`src/rtl/ssim_pkg.sv`:
```
// Purpose: Shared constants for the state/stage interrupt enable block
// Assumes: Avalon-MM slave with 32-bit data and byte addresses
// Notes: Offsets are byte addresses, one aligned word per register
package ssim_pkg;
	localparam int ADDR_W = 4;
	localparam int DATA_W = 32;
	localparam int BE_W = DATA_W / 8;
	localparam int ENB_W = 16;
	localparam int ST_W = 2;
	localparam int DS_W = 3;

	// Register byte offsets
	localparam logic [ADDR_W-1:0] OFF_ENABLE = 4'h0;
	localparam logic [ADDR_W-1:0] OFF_STATUS = 4'h4;
	localparam logic [ADDR_W-1:0] OFF_MASK = 4'h8;
	localparam logic [ADDR_W-1:0] OFF_DSTATE = 4'hc;

	// Enable mask bit positions
	localparam int B_CFG = 5;
	localparam int B_SUSPEND_STATE_ENABLE = 4;
	localparam int B_WR = 3;
	localparam int B_RD = 2;
	localparam int B_END = 1;
	localparam logic [ENB_W-1:0] ENB_IMPL = 16'h003e;
	localparam logic [ENB_W-1:0] ENB_RESET = 16'h0000;

	// Status and interrupt mask bit positions
	localparam int ST_DEV = 0;
	localparam int ST_CTRL = 1;
	localparam logic [ST_W-1:0] ST_RESET = 2'h0;

	// Device state encodings
	localparam logic [DS_W-1:0] DS_POWERED = 3'h0;
	localparam logic [DS_W-1:0] DS_DEFAULT = 3'h1;
	localparam logic [DS_W-1:0] DS_ADDRESS = 3'h2;
	localparam logic [DS_W-1:0] DS_CONFIGURED = 3'h3;
	localparam int DS_SUSPEND_STATE_ENABLE_BIT = 2;
endpackage : ssim_pkg

```
`src/rtl/ssim_evt_if.sv`:
```
// Purpose: Bundle between register side and event qualifier
// Assumes: One clock domain
// Notes: Qualifier only reads the enables
interface ssim_evt_if;
	logic [ssim_pkg::ENB_W-1:0] enables;
	logic [ssim_pkg::DS_W-1:0] device_state;
	logic wr_status_entry;
	logic rd_status_entry;
	logic ctrl_end;
	logic state_change_irq;
	logic ctrl_stage_irq;

	modport qual (
		input enables,
		input device_state,
		input wr_status_entry,
		input rd_status_entry,
		input ctrl_end,
		output state_change_irq,
		output ctrl_stage_irq
	);
	modport regs (
		output enables,
		output device_state,
		output wr_status_entry,
		output rd_status_entry,
		output ctrl_end,
		input state_change_irq,
		input ctrl_stage_irq
	);
endinterface : ssim_evt_if

```
`src/rtl/ssim_evt_qual.sv`:
```
// Purpose: Gate state-change and control-stage events by enable bits
// Assumes: Device state and stage strobes on the system clock
// Notes: Outputs are one-cycle combinational pulses
module ssim_evt_qual (
	input wire logic clock,
	input wire logic rstn,
	ssim_evt_if.qual evt
);
	import ssim_pkg::*;

	logic [DS_W-1:0] prev_state_r;
	logic cfg_entry;
	logic suspend_state_enable_entry;

	// Previous state for entry detection
	always_ff @(posedge clock or negedge rstn) begin
		if (!rstn) begin
			prev_state_r <= DS_POWERED;
		end else begin
			prev_state_r <= evt.device_state;
		end
	end

	assign cfg_entry = (evt.device_state == DS_CONFIGURED) && (prev_state_r != DS_CONFIGURED);
	assign suspend_state_enable_entry = evt.device_state[DS_SUSPEND_STATE_ENABLE_BIT] && !prev_state_r[DS_SUSPEND_STATE_ENABLE_BIT];

	assign evt.state_change_irq = (cfg_entry && evt.enables[B_CFG])
		|| (suspend_state_enable_entry && evt.enables[B_SUSPEND_STATE_ENABLE]);
	assign evt.ctrl_stage_irq = (evt.wr_status_entry && evt.enables[B_WR])
		|| (evt.rd_status_entry && evt.enables[B_RD])
		|| (evt.ctrl_end && evt.enables[B_END]);

	suspend_state_enable_gate_a: assert property (@(posedge clock) disable iff (!rstn)
		(suspend_state_enable_entry && !cfg_entry) |-> (evt.state_change_irq == evt.enables[B_SUSPEND_STATE_ENABLE]))
		else $error("suspend entry gating wrong");
	end_gate_a: assert property (@(posedge clock) disable iff (!rstn)
		(evt.ctrl_end && !evt.wr_status_entry && !evt.rd_status_entry)
		|-> (evt.ctrl_stage_irq == evt.enables[B_END]))
		else $error("control end gating wrong");
endmodule : ssim_evt_qual

```
`src/rtl/ssim_state_stage_irq_mask.sv`:
```
// Purpose: Enable bits for state-change and control-stage interrupts
// Assumes: Event strobes and device state come from same-clock logic
// Notes: Avalon-MM slave, one wait cycle per access
// Contract
// - Configured entry interrupts only when enabled
// - Suspend enable bit 4 gates suspend entry
// - Bit 3 gates write status stage entry
// - Bit 2 gates read status stage entry
// - Bit 1 gates control transfer end
// - Software reads/writes enables; hardware never modifies
// - Disabled events still let device state advance
// - State codes: powered, default, address, configured, suspend
module ssim_state_stage_irq_mask (
	input wire logic clock,
	input wire logic rstn,
	input wire logic [ssim_pkg::ADDR_W-1:0] avs_address,
	input wire logic avs_read,
	input wire logic avs_write,
	input wire logic [ssim_pkg::DATA_W-1:0] avs_writedata,
	input wire logic [ssim_pkg::BE_W-1:0] avs_byteenable,
	output logic [ssim_pkg::DATA_W-1:0] avs_readdata,
	output logic avs_waitrequest,
	input wire logic [ssim_pkg::DS_W-1:0] device_state_field,
	input wire logic wr_status_entry,
	input wire logic rd_status_entry,
	input wire logic ctrl_end,
	output logic irq
);
	import ssim_pkg::*;

	ssim_evt_if evt ();

	logic ack_r;
	logic [DATA_W-1:0] rdata_r;
	logic [DATA_W-1:0] rdata_nxt;
	logic [ENB_W-1:0] enable_r;
	logic [ST_W-1:0] status_r;
	logic [ST_W-1:0] mask_r;
	logic [DS_W-1:0] dev_state_r;
	logic req;
	logic wr_acc;
	logic [ST_W-1:0] st_set;
	logic [ST_W-1:0] st_clr;

	function automatic logic hit(input logic [ADDR_W-1:0] a, input logic [ADDR_W-1:0] off);
		return a[ADDR_W-1:2] == off[ADDR_W-1:2];
	endfunction : hit

	// Byte-lane merge of a write into a 16-bit register
	function automatic logic [ENB_W-1:0] merge(input logic [ENB_W-1:0] old,
		input logic [DATA_W-1:0] wd, input logic [BE_W-1:0] be);
		logic [ENB_W-1:0] res;
		res = old;
		if (be[0]) begin
			res[7:0] = wd[7:0];
		end
		if (be[1]) begin
			res[15:8] = wd[15:8];
		end
		return res;
	endfunction : merge

	ssim_evt_qual u_qual (
		.clock(clock),
		.rstn(rstn),
		.evt(evt.qual)
	);

	assign evt.enables = enable_r;
	assign evt.device_state = device_state_field;
	assign evt.wr_status_entry = wr_status_entry;
	assign evt.rd_status_entry = rd_status_entry;
	assign evt.ctrl_end = ctrl_end;

	// Bus handshake: first cycle waits, second completes
	assign req = avs_read || avs_write;
	assign avs_waitrequest = req && !ack_r;
	assign wr_acc = avs_write && ack_r;

	always_ff @(posedge clock or negedge rstn) begin
		if (!rstn) begin
			ack_r <= 1'b0;
		end else begin
			ack_r <= req && !ack_r;
		end
	end

	always_comb begin
		rdata_nxt = '0;
		if (hit(avs_address, OFF_ENABLE)) begin
			rdata_nxt[ENB_W-1:0] = enable_r;
		end else if (hit(avs_address, OFF_STATUS)) begin
			rdata_nxt[ST_W-1:0] = status_r;
		end else if (hit(avs_address, OFF_MASK)) begin
			rdata_nxt[ST_W-1:0] = mask_r;
		end else if (hit(avs_address, OFF_DSTATE)) begin
			rdata_nxt[DS_W-1:0] = dev_state_r;
		end
	end

	always_ff @(posedge clock or negedge rstn) begin
		if (!rstn) begin
			rdata_r <= '0;
		end else if (avs_read && !ack_r) begin
			rdata_r <= rdata_nxt;
		end
	end
	assign avs_readdata = rdata_r;

	// Enables change only by software writes
	always_ff @(posedge clock or negedge rstn) begin
		if (!rstn) begin
			enable_r <= ENB_RESET;
		end else if (wr_acc && hit(avs_address, OFF_ENABLE)) begin
			enable_r <= merge(enable_r, avs_writedata, avs_byteenable) & ENB_IMPL;
		end
	end

	always_ff @(posedge clock or negedge rstn) begin
		if (!rstn) begin
			mask_r <= ST_RESET;
		end else if (wr_acc && hit(avs_address, OFF_MASK) && avs_byteenable[0]) begin
			mask_r <= avs_writedata[ST_W-1:0];
		end
	end

	// Sticky status, set wins over write-one-to-clear
	assign st_set = {evt.ctrl_stage_irq, evt.state_change_irq};
	assign st_clr = (wr_acc && hit(avs_address, OFF_STATUS) && avs_byteenable[0])
		? avs_writedata[ST_W-1:0] : ST_RESET;

	always_ff @(posedge clock or negedge rstn) begin
		if (!rstn) begin
			status_r <= ST_RESET;
		end else begin
			status_r <= (status_r & ~st_clr) | st_set;
		end
	end

	// State copy follows the bus state regardless of enables
	always_ff @(posedge clock or negedge rstn) begin
		if (!rstn) begin
			dev_state_r <= DS_POWERED;
		end else begin
			dev_state_r <= device_state_field;
		end
	end

	assign irq = |(status_r & mask_r);

	cfg_irq_a: assert property (@(posedge clock) disable iff (!rstn)
		(device_state_field == DS_CONFIGURED && dev_state_r != DS_CONFIGURED
		&& enable_r[B_CFG]) |=> status_r[ST_DEV])
		else $error("configured entry lost");
	dev_quiet_a: assert property (@(posedge clock) disable iff (!rstn)
		(!enable_r[B_CFG] && !enable_r[B_SUSPEND_STATE_ENABLE] && !status_r[ST_DEV]) |=> !status_r[ST_DEV])
		else $error("state interrupt while disabled");
	suspend_state_enable_irq_a: assert property (@(posedge clock) disable iff (!rstn)
		(device_state_field[DS_SUSPEND_STATE_ENABLE_BIT] && !dev_state_r[DS_SUSPEND_STATE_ENABLE_BIT] && enable_r[B_SUSPEND_STATE_ENABLE])
		|=> status_r[ST_DEV])
		else $error("suspend entry lost");
	wr_stage_a: assert property (@(posedge clock) disable iff (!rstn)
		(wr_status_entry && enable_r[B_WR]) |=> status_r[ST_CTRL])
		else $error("write status stage lost");
	rd_stage_a: assert property (@(posedge clock) disable iff (!rstn)
		(rd_status_entry && enable_r[B_RD]) |=> status_r[ST_CTRL])
		else $error("read status stage lost");
	ctrl_quiet_a: assert property (@(posedge clock) disable iff (!rstn)
		(enable_r[B_WR:B_END] == 3'h0 && !status_r[ST_CTRL]) |=> !status_r[ST_CTRL])
		else $error("stage interrupt while disabled");
	en_stable_a: assert property (@(posedge clock) disable iff (!rstn)
		!(wr_acc && hit(avs_address, OFF_ENABLE)) |=> $stable(enable_r))
		else $error("enable bits changed without write");
	en_read_a: assert property (@(posedge clock) disable iff (!rstn)
		(avs_read && avs_waitrequest && hit(avs_address, OFF_ENABLE))
		|=> !avs_waitrequest && avs_readdata[ENB_W-1:0] == $past(enable_r))
		else $error("enable readback wrong");
	state_view_a: assert property (@(posedge clock) disable iff (!rstn)
		rstn |=> dev_state_r == $past(device_state_field))
		else $error("device state copy stalled");
	irq_level_a: assert property (@(posedge clock) disable iff (!rstn)
		irq == ((status_r[ST_DEV] && mask_r[ST_DEV]) || (status_r[ST_CTRL] && mask_r[ST_CTRL])))
		else $error("interrupt level wrong");

	// Bus handshake: one wait cycle, data stands between reads
	wait_once_a: assert property (@(posedge clock) disable iff (!rstn)
		(req && avs_waitrequest)
		|=> !avs_waitrequest)
		else $error("more than one wait cycle");
	ack_pulse_a: assert property (@(posedge clock) disable iff (!rstn)
		ack_r
		|=> !ack_r)
		else $error("acknowledge longer than one cycle");
	idle_nowait_a: assert property (@(posedge clock) disable iff (!rstn)
		!req
		|-> !avs_waitrequest)
		else $error("wait asserted while idle");
	rd_stand_a: assert property (@(posedge clock) disable iff (!rstn)
		!(avs_read && !ack_r)
		|=> $stable(avs_readdata))
		else $error("read data moved between reads");

	// Readback of status, mask and device state; reserved enable bits stay clear
	st_read_a: assert property (@(posedge clock) disable iff (!rstn)
		(avs_read && avs_waitrequest && hit(avs_address, OFF_STATUS))
		|=> avs_readdata == DATA_W'($past(status_r)))
		else $error("status readback wrong");
	mask_read_a: assert property (@(posedge clock) disable iff (!rstn)
		(avs_read && avs_waitrequest && hit(avs_address, OFF_MASK))
		|=> avs_readdata == DATA_W'($past(mask_r)))
		else $error("mask readback wrong");
	ds_read_a: assert property (@(posedge clock) disable iff (!rstn)
		(avs_read && avs_waitrequest && hit(avs_address, OFF_DSTATE))
		|=> avs_readdata == DATA_W'($past(dev_state_r)))
		else $error("device state readback wrong");
	en_resv_a: assert property (@(posedge clock) disable iff (!rstn)
		1'b1
		|-> (enable_r & ~ENB_IMPL) == ENB_RESET)
		else $error("reserved enable bit set");

	// Software writes land whole
	en_write_a: assert property (@(posedge clock) disable iff (!rstn)
		(wr_acc && hit(avs_address, OFF_ENABLE) && avs_byteenable[0] && avs_byteenable[1])
		|=> enable_r == (ENB_W'($past(avs_writedata)) & ENB_IMPL))
		else $error("enable write lost");
	mask_write_a: assert property (@(posedge clock) disable iff (!rstn)
		(wr_acc && hit(avs_address, OFF_MASK) && avs_byteenable[0])
		|=> mask_r == ST_W'($past(avs_writedata)))
		else $error("mask write lost");

	// Sticky status: held, cleared by a one, set wins
	dev_hold_a: assert property (@(posedge clock) disable iff (!rstn)
		(status_r[ST_DEV] && !st_clr[ST_DEV])
		|=> status_r[ST_DEV])
		else $error("state status dropped");
	ctrl_hold_a: assert property (@(posedge clock) disable iff (!rstn)
		(status_r[ST_CTRL] && !st_clr[ST_CTRL])
		|=> status_r[ST_CTRL])
		else $error("stage status dropped");
	dev_clear_a: assert property (@(posedge clock) disable iff (!rstn)
		(st_clr[ST_DEV] && !st_set[ST_DEV])
		|=> !status_r[ST_DEV])
		else $error("state status not cleared");
	ctrl_clear_a: assert property (@(posedge clock) disable iff (!rstn)
		(st_clr[ST_CTRL] && !st_set[ST_CTRL])
		|=> !status_r[ST_CTRL])
		else $error("stage status not cleared");
	dev_wins_a: assert property (@(posedge clock) disable iff (!rstn)
		st_set[ST_DEV]
		|=> status_r[ST_DEV])
		else $error("state set lost to clear");
	ctrl_wins_a: assert property (@(posedge clock) disable iff (!rstn)
		st_set[ST_CTRL]
		|=> status_r[ST_CTRL])
		else $error("stage set lost to clear");

	// Each event gated by its own enable
	cfg_gate_a: assert property (@(posedge clock) disable iff (!rstn)
		(device_state_field == DS_CONFIGURED && dev_state_r != DS_CONFIGURED)
		|-> evt.state_change_irq == enable_r[B_CFG])
		else $error("configured entry gating wrong");
	wr_gate_a: assert property (@(posedge clock) disable iff (!rstn)
		(wr_status_entry && !rd_status_entry && !ctrl_end)
		|-> evt.ctrl_stage_irq == enable_r[B_WR])
		else $error("write status gating wrong");
	rd_gate_a: assert property (@(posedge clock) disable iff (!rstn)
		(rd_status_entry && !wr_status_entry && !ctrl_end)
		|-> evt.ctrl_stage_irq == enable_r[B_RD])
		else $error("read status gating wrong");
	end_irq_a: assert property (@(posedge clock) disable iff (!rstn)
		(ctrl_end && enable_r[B_END])
		|=> status_r[ST_CTRL])
		else $error("control end lost");
	end_none_a: assert property (@(posedge clock) disable iff (!rstn)
		(ctrl_end && !enable_r[B_END] && !wr_status_entry && !rd_status_entry)
		|-> !evt.ctrl_stage_irq)
		else $error("control end raised while disabled");

	// Codes that can raise no state interrupt
	suspend_state_enable_none_a: assert property (@(posedge clock) disable iff (!rstn)
		(device_state_field[DS_SUSPEND_STATE_ENABLE_BIT] && !enable_r[B_SUSPEND_STATE_ENABLE])
		|-> !evt.state_change_irq)
		else $error("suspend code raised configured entry");
	low_none_a: assert property (@(posedge clock) disable iff (!rstn)
		(!device_state_field[DS_SUSPEND_STATE_ENABLE_BIT] && device_state_field != DS_CONFIGURED)
		|-> !evt.state_change_irq)
		else $error("low state code raised interrupt");
	state_free_a: assert property (@(posedge clock) disable iff (!rstn)
		(rstn && !enable_r[B_CFG] && !enable_r[B_SUSPEND_STATE_ENABLE])
		|=> dev_state_r == $past(device_state_field))
		else $error("state copy held while disabled");

	// Interrupt level follows unmasked status
	irq_rise_a: assert property (@(posedge clock) disable iff (!rstn)
		(st_set[ST_DEV] && mask_r[ST_DEV] && !(wr_acc && hit(avs_address, OFF_MASK)))
		|=> irq)
		else $error("state interrupt not raised");
	irq_ctrl_a: assert property (@(posedge clock) disable iff (!rstn)
		(st_set[ST_CTRL] && mask_r[ST_CTRL] && !(wr_acc && hit(avs_address, OFF_MASK)))
		|=> irq)
		else $error("stage interrupt not raised");
	irq_off_a: assert property (@(posedge clock) disable iff (!rstn)
		(mask_r == ST_RESET)
		|-> !irq)
		else $error("interrupt while fully masked");
endmodule : ssim_state_stage_irq_mask

```
`config.mk`:
```
export PLATFORM = sky130hd
export DESIGN_NAME = ssim_state_stage_irq_mask
export DESIGN_NICKNAME = d
export VERILOG_FILES = /design/src/rtl/ssim_pkg.sv /design/src/rtl/ssim_evt_if.sv /design/src/rtl/ssim_evt_qual.sv /design/src/rtl/ssim_state_stage_irq_mask.sv
export SDC_FILE = /design/constraint.sdc
export NUM_CORES = 1
export LEC_CHECK = 0
export BUFFER_PORTS_ARGS = -buffer_cell sky130_fd_sc_hd__buf_2
export CAP_MARGIN = 10
export CORE_ASPECT_RATIO = 2
export CORE_UTILIZATION = 38
export CTS_CLUSTER_SIZE = 12
export DETAILED_ROUTE_END_ITERATION = 8
export GPL_TIMING_DRIVEN = 0
export HOLD_SLACK_MARGIN = 0.02
export PLACE_DENSITY = 0.79
export SETUP_SLACK_MARGIN = 0.3
export SLEW_MARGIN = 20
export SYNTH_ARGS = -nofsm -noshare
export SYNTH_HDL_FRONTEND = slang
export SYNTH_SLANG_ARGS = --single-unit
```
`constraint.sdc`:
```
create_clock -name clock -period 1.4 [get_ports clock]
set_clock_uncertainty 0.05 [all_clocks]
set_input_delay 0.14 -clock clock [delete_from_list [all_inputs] [get_ports clock]]
set_output_delay 0.14 -clock clock [all_outputs]
set_load 0.01 [all_outputs]
```
==> impl_results.md <==
* Result of the run: finished, final reports clean
* Grt ovf at 0
* Post-synthesis mux area share at 0.120
* Share of layout cells above drive strength 1 at 0.513
* Arrival time at the worst endpoint at ~1400 ps
* Main combinational cell family by area after synthesis: buffers and inverters
* Post-route cell area at roughly 0.0015 mm^2
* Class of the tightest hold or removal check: in -> reg
* Via count of the routed design at between 800 and 900
* Setup TNS at 0 ps
* Area occupied by multi-input gates at 493 um^2
* Wire length after detailed routing at between 2 and 2.5 mm
* Final hold violation count at 0
* Crit path launch type: flop
* Post-detailed-placement half-perimeter wirelength at approximately 1.6 mm
* Dpl cell area at 0.00129 mm^2
* Width of the chip at 38.8 um
* Share of the clock period used by the worst path after layout at 0.926
* Clock-pin slew reported for the worst setup and hold paths after clock tree synthesis at approximately 70 ps
* Vias in the first global route at 725
* Remaining antenna violation count at 0
* Highest clock rate at ~770 MHz
* Inserted Clock Buffers at 3
* Maximum cell stage delay along the critical path at 410 ps
* Switch share at 0.286
* Num rows at 26
* Syn-to-layout area delta at 45.7%
* Maximum fanout along the worst path at 5
* Share of synthesized registers carrying an async set or reset at 1.00
* First-iteration detailed-routing DRC count at 22
* Height of the die at 75.6 um
* Library cell occupying the most area in the post-synthesis netlist: sky130_fd_sc_hd__dfrtp_1
* Total power divided by cell area at 1070 mW/mm^2
* Clock sink count at 19
* Fraction of the mapped netlist area in adder cells at 0
* Data required, critical path at approximately 1500 ps
* Synthesized cell area at 0.00103 mm^2
* Final GP Congestion at between 0.8 and 0.9
* IO Count at 84
* Per-cell via count in the routed design at 4.52
* Sequential fraction of design power at 0.461
* Area enclosed by the die boundary at about 0.003 mm^2
* Fin nets at between 200 and 250
* YS warnings at 0
* Crit path time final at 1300 ps
* H-tree levels at 1
* Detail-routed net length per standard cell at 12.3 um
* Endpoint type of the worst setup path: flop
* Synthesized instance count at 91
* Remaining routing DRC violations at 0
* Post-synthesis simple-gate area fraction at 0.111
* Storage cell area at 475 um^2
* Most numerous cell types in the synthesized netlist: 26 x sky130_fd_sc_hd__buf_4, 19 x sky130_fd_sc_hd__dfrtp_1, 9 x sky130_fd_sc_hd__mux2_2
* Maximum number of buffers from clock root to sink at 2
* Number of flops mapped to enable cells by yosys at 0
* Fraction of synthesized cell area taken by the top area cell type at 0.462
* Max-Cap Viols at 0
* Fill cell count at 215
* Average instance area after synthesis at 11.3 um^2
* Highest ir drop seen on vdd at 0.000724 V
* Seq/Total Area, Yosys at 0.462
* Starting Density at 0.400
* Fraction of the core area covered by cells at the end of the flow at 0.583
* Slowest CP cell: sky130_fd_sc_hd__dfrtp_1
* Hold Path Stages at 2
* GRT Util Overall at 0.155
* Share of the synthesized area in compound gates (AO/OA/AOI/OAI) at 0.0864
* Worst skew pair latency at ~260 ps
* Cells along the critical path: nand2_4 > nor3b_4 > buf_6 > mux2_4
* Logic gate share of total power at 0.303
* Setup violations, final at 0
* Std-Cell Core Area at 0.00257 mm^2
* Clock tree from TritonCTS: yes
* Leakage power at 0.835 nW
* Sw Pwr at roughly 0.46 mW
* Number of port buffers at 24
* Most instantiated flip-flop cell in the synthesis netlist: sky130_fd_sc_hd__dfrtp_1
* RSZ-0062 raised after global routing: true
* Pint at 1.14 mW
* Antenna violations before repair at 0
* Master cell of the clock root buffer: sky130_fd_sc_hd__clkbuf_8
* Part of the total power dissipated in the clock network at 0.236
* Max Transition Viols Final at 0
* Netlist cell types at 27
* Global-route wire length before repair at 3.13 mm
* Xor and xnor area share after synthesis at 0
* Cell types with the largest area share after synthesis: sky130_fd_sc_hd__dfrtp_1 46%, sky130_fd_sc_hd__buf_4 19%, sky130_fd_sc_hd__mux2_2 9.9%
* Pin count of the biggest net entering global routing at 20
* Worst setup path category: reg -> reg
* Number of antenna cells inserted at 0
* Most common cell in the netlist: sky130_fd_sc_hd__buf_4
* Cell count of the worst reg-to-reg path at 4
* First-pass iteration count of the detailed router at 4
* Number of storage elements in the synthesis netlist at 19
per-stage QoR:
stage          instances  hold slack (ps)  total power, mW  setup WS [ps]
2_1_floorplan        116             -206            0.988            148
3_3_place_gp         168             35.1             1.10           51.4
3_5_place_dp         168             47.4             1.12           1.48
4_1_cts              180             64.9             1.57           96.3
5_1_grt              182             67.7             1.68           61.4
6_report             182             66.4             1.60            103
cell usage in the layout (no fill, tap or decap), types with 2 or more instances in the layout:
cell type and count:
sky130_fd_sc_hd__a22o_1 4, sky130_fd_sc_hd__buf_2 24, sky130_fd_sc_hd__buf_4 31, sky130_fd_sc_hd__buf_6 4, sky130_fd_sc_hd__clkbuf_8 3, sky130_fd_sc_hd__conb_1 26, sky130_fd_sc_hd__dfrtp_1 19, sky130_fd_sc_hd__dlygate4sd3_1 2
sky130_fd_sc_hd__dlymetal6s4s_1 2, sky130_fd_sc_hd__inv_1 2, sky130_fd_sc_hd__mux2_2 3, sky130_fd_sc_hd__mux2_4 6, sky130_fd_sc_hd__nand2_1 5, sky130_fd_sc_hd__o21ai_0 2
path summary, 6_finish.rpt:
check	startpoint	slack, ps	to
worst min-delay path	avs_writedata[4]	70	enable_r[4]$_DFFE_PN0P_
max in group asynchronous	rstn	710	u_qual.prev_state_r[0]$_DFF_PN0_
worst min register to register	avs_readdata[2]$_DFFE_PN0P_	430	avs_readdata[2]$_DFFE_PN0P_
worst max-delay path	ack_r$_DFF_PN0_	100	enable_r[2]$_DFFE_PN0P_
min in group asynchronous	rstn	300	avs_readdata[1]$_DFFE_PN0P_
worst max register to register	ack_r$_DFF_PN0_	100	enable_r[2]$_DFFE_PN0P_
per-layer routing:
layer	global-route usage	share of wire
met1	0.175	0.36
met2	0.269	0.56
met3	0.0175	0.050
met4	0.0920	0.026
met5	0	0
repair_timing:
action | in CTS | in global routing
hold buffers | 4 | 0
resized for setup | 10 | 11
pin swaps | 3 | 6
buffers inserted | 4 | 2
setup endpoints to repair | 13 | 17
endpoints found under the hold margin | 22 | 0
gates cloned | 0 | 0
worst max-delay path, delay by kind of cell, from the launching register on:
family                 cells  cell delay [ps]
buffers and inverters      1              160
flip-flops                 1              410
multiplexers               1              300
AND/OR/NAND/NOR            2              270
state kept, by name, summed over array words and instances (netlist names):
register and flops:
status_r 2, avs_readdata 6, enable_r 5, mask_r 2, u_qual.prev_state_r 3, ack_r 1
cell type report:
type | count | area share
plain buffers | 29 | 0.146
clock buffers | 4 | 0.0301
inverters | 2 | 0.00501
multi-input cells | 66 | 0.329
flip-flops and latches | 19 | 0.317
well taps | 28 | 0.0234
repair buffers | 34 | 0.149
cell families after synthesis:
family	Yosys count
AND/OR/NAND/NOR	18
AO/OA/AOI/OAI	12
multiplexers	10
other	1
flip-flops	19
buffers and inverters	31
power by group through the flow:
stage	Combinational [mW]	Sequential, mW	Clock (mW)
after detailed placement	0.380	0.742	0
after CTS	0.455	0.729	0.387
after floorplan	0.257	0.731	0
after global placement	0.368	0.734	0
after global routing	0.529	0.745	0.407
final	0.486	0.738	0.377
Power figures use the tool's default switching activity.
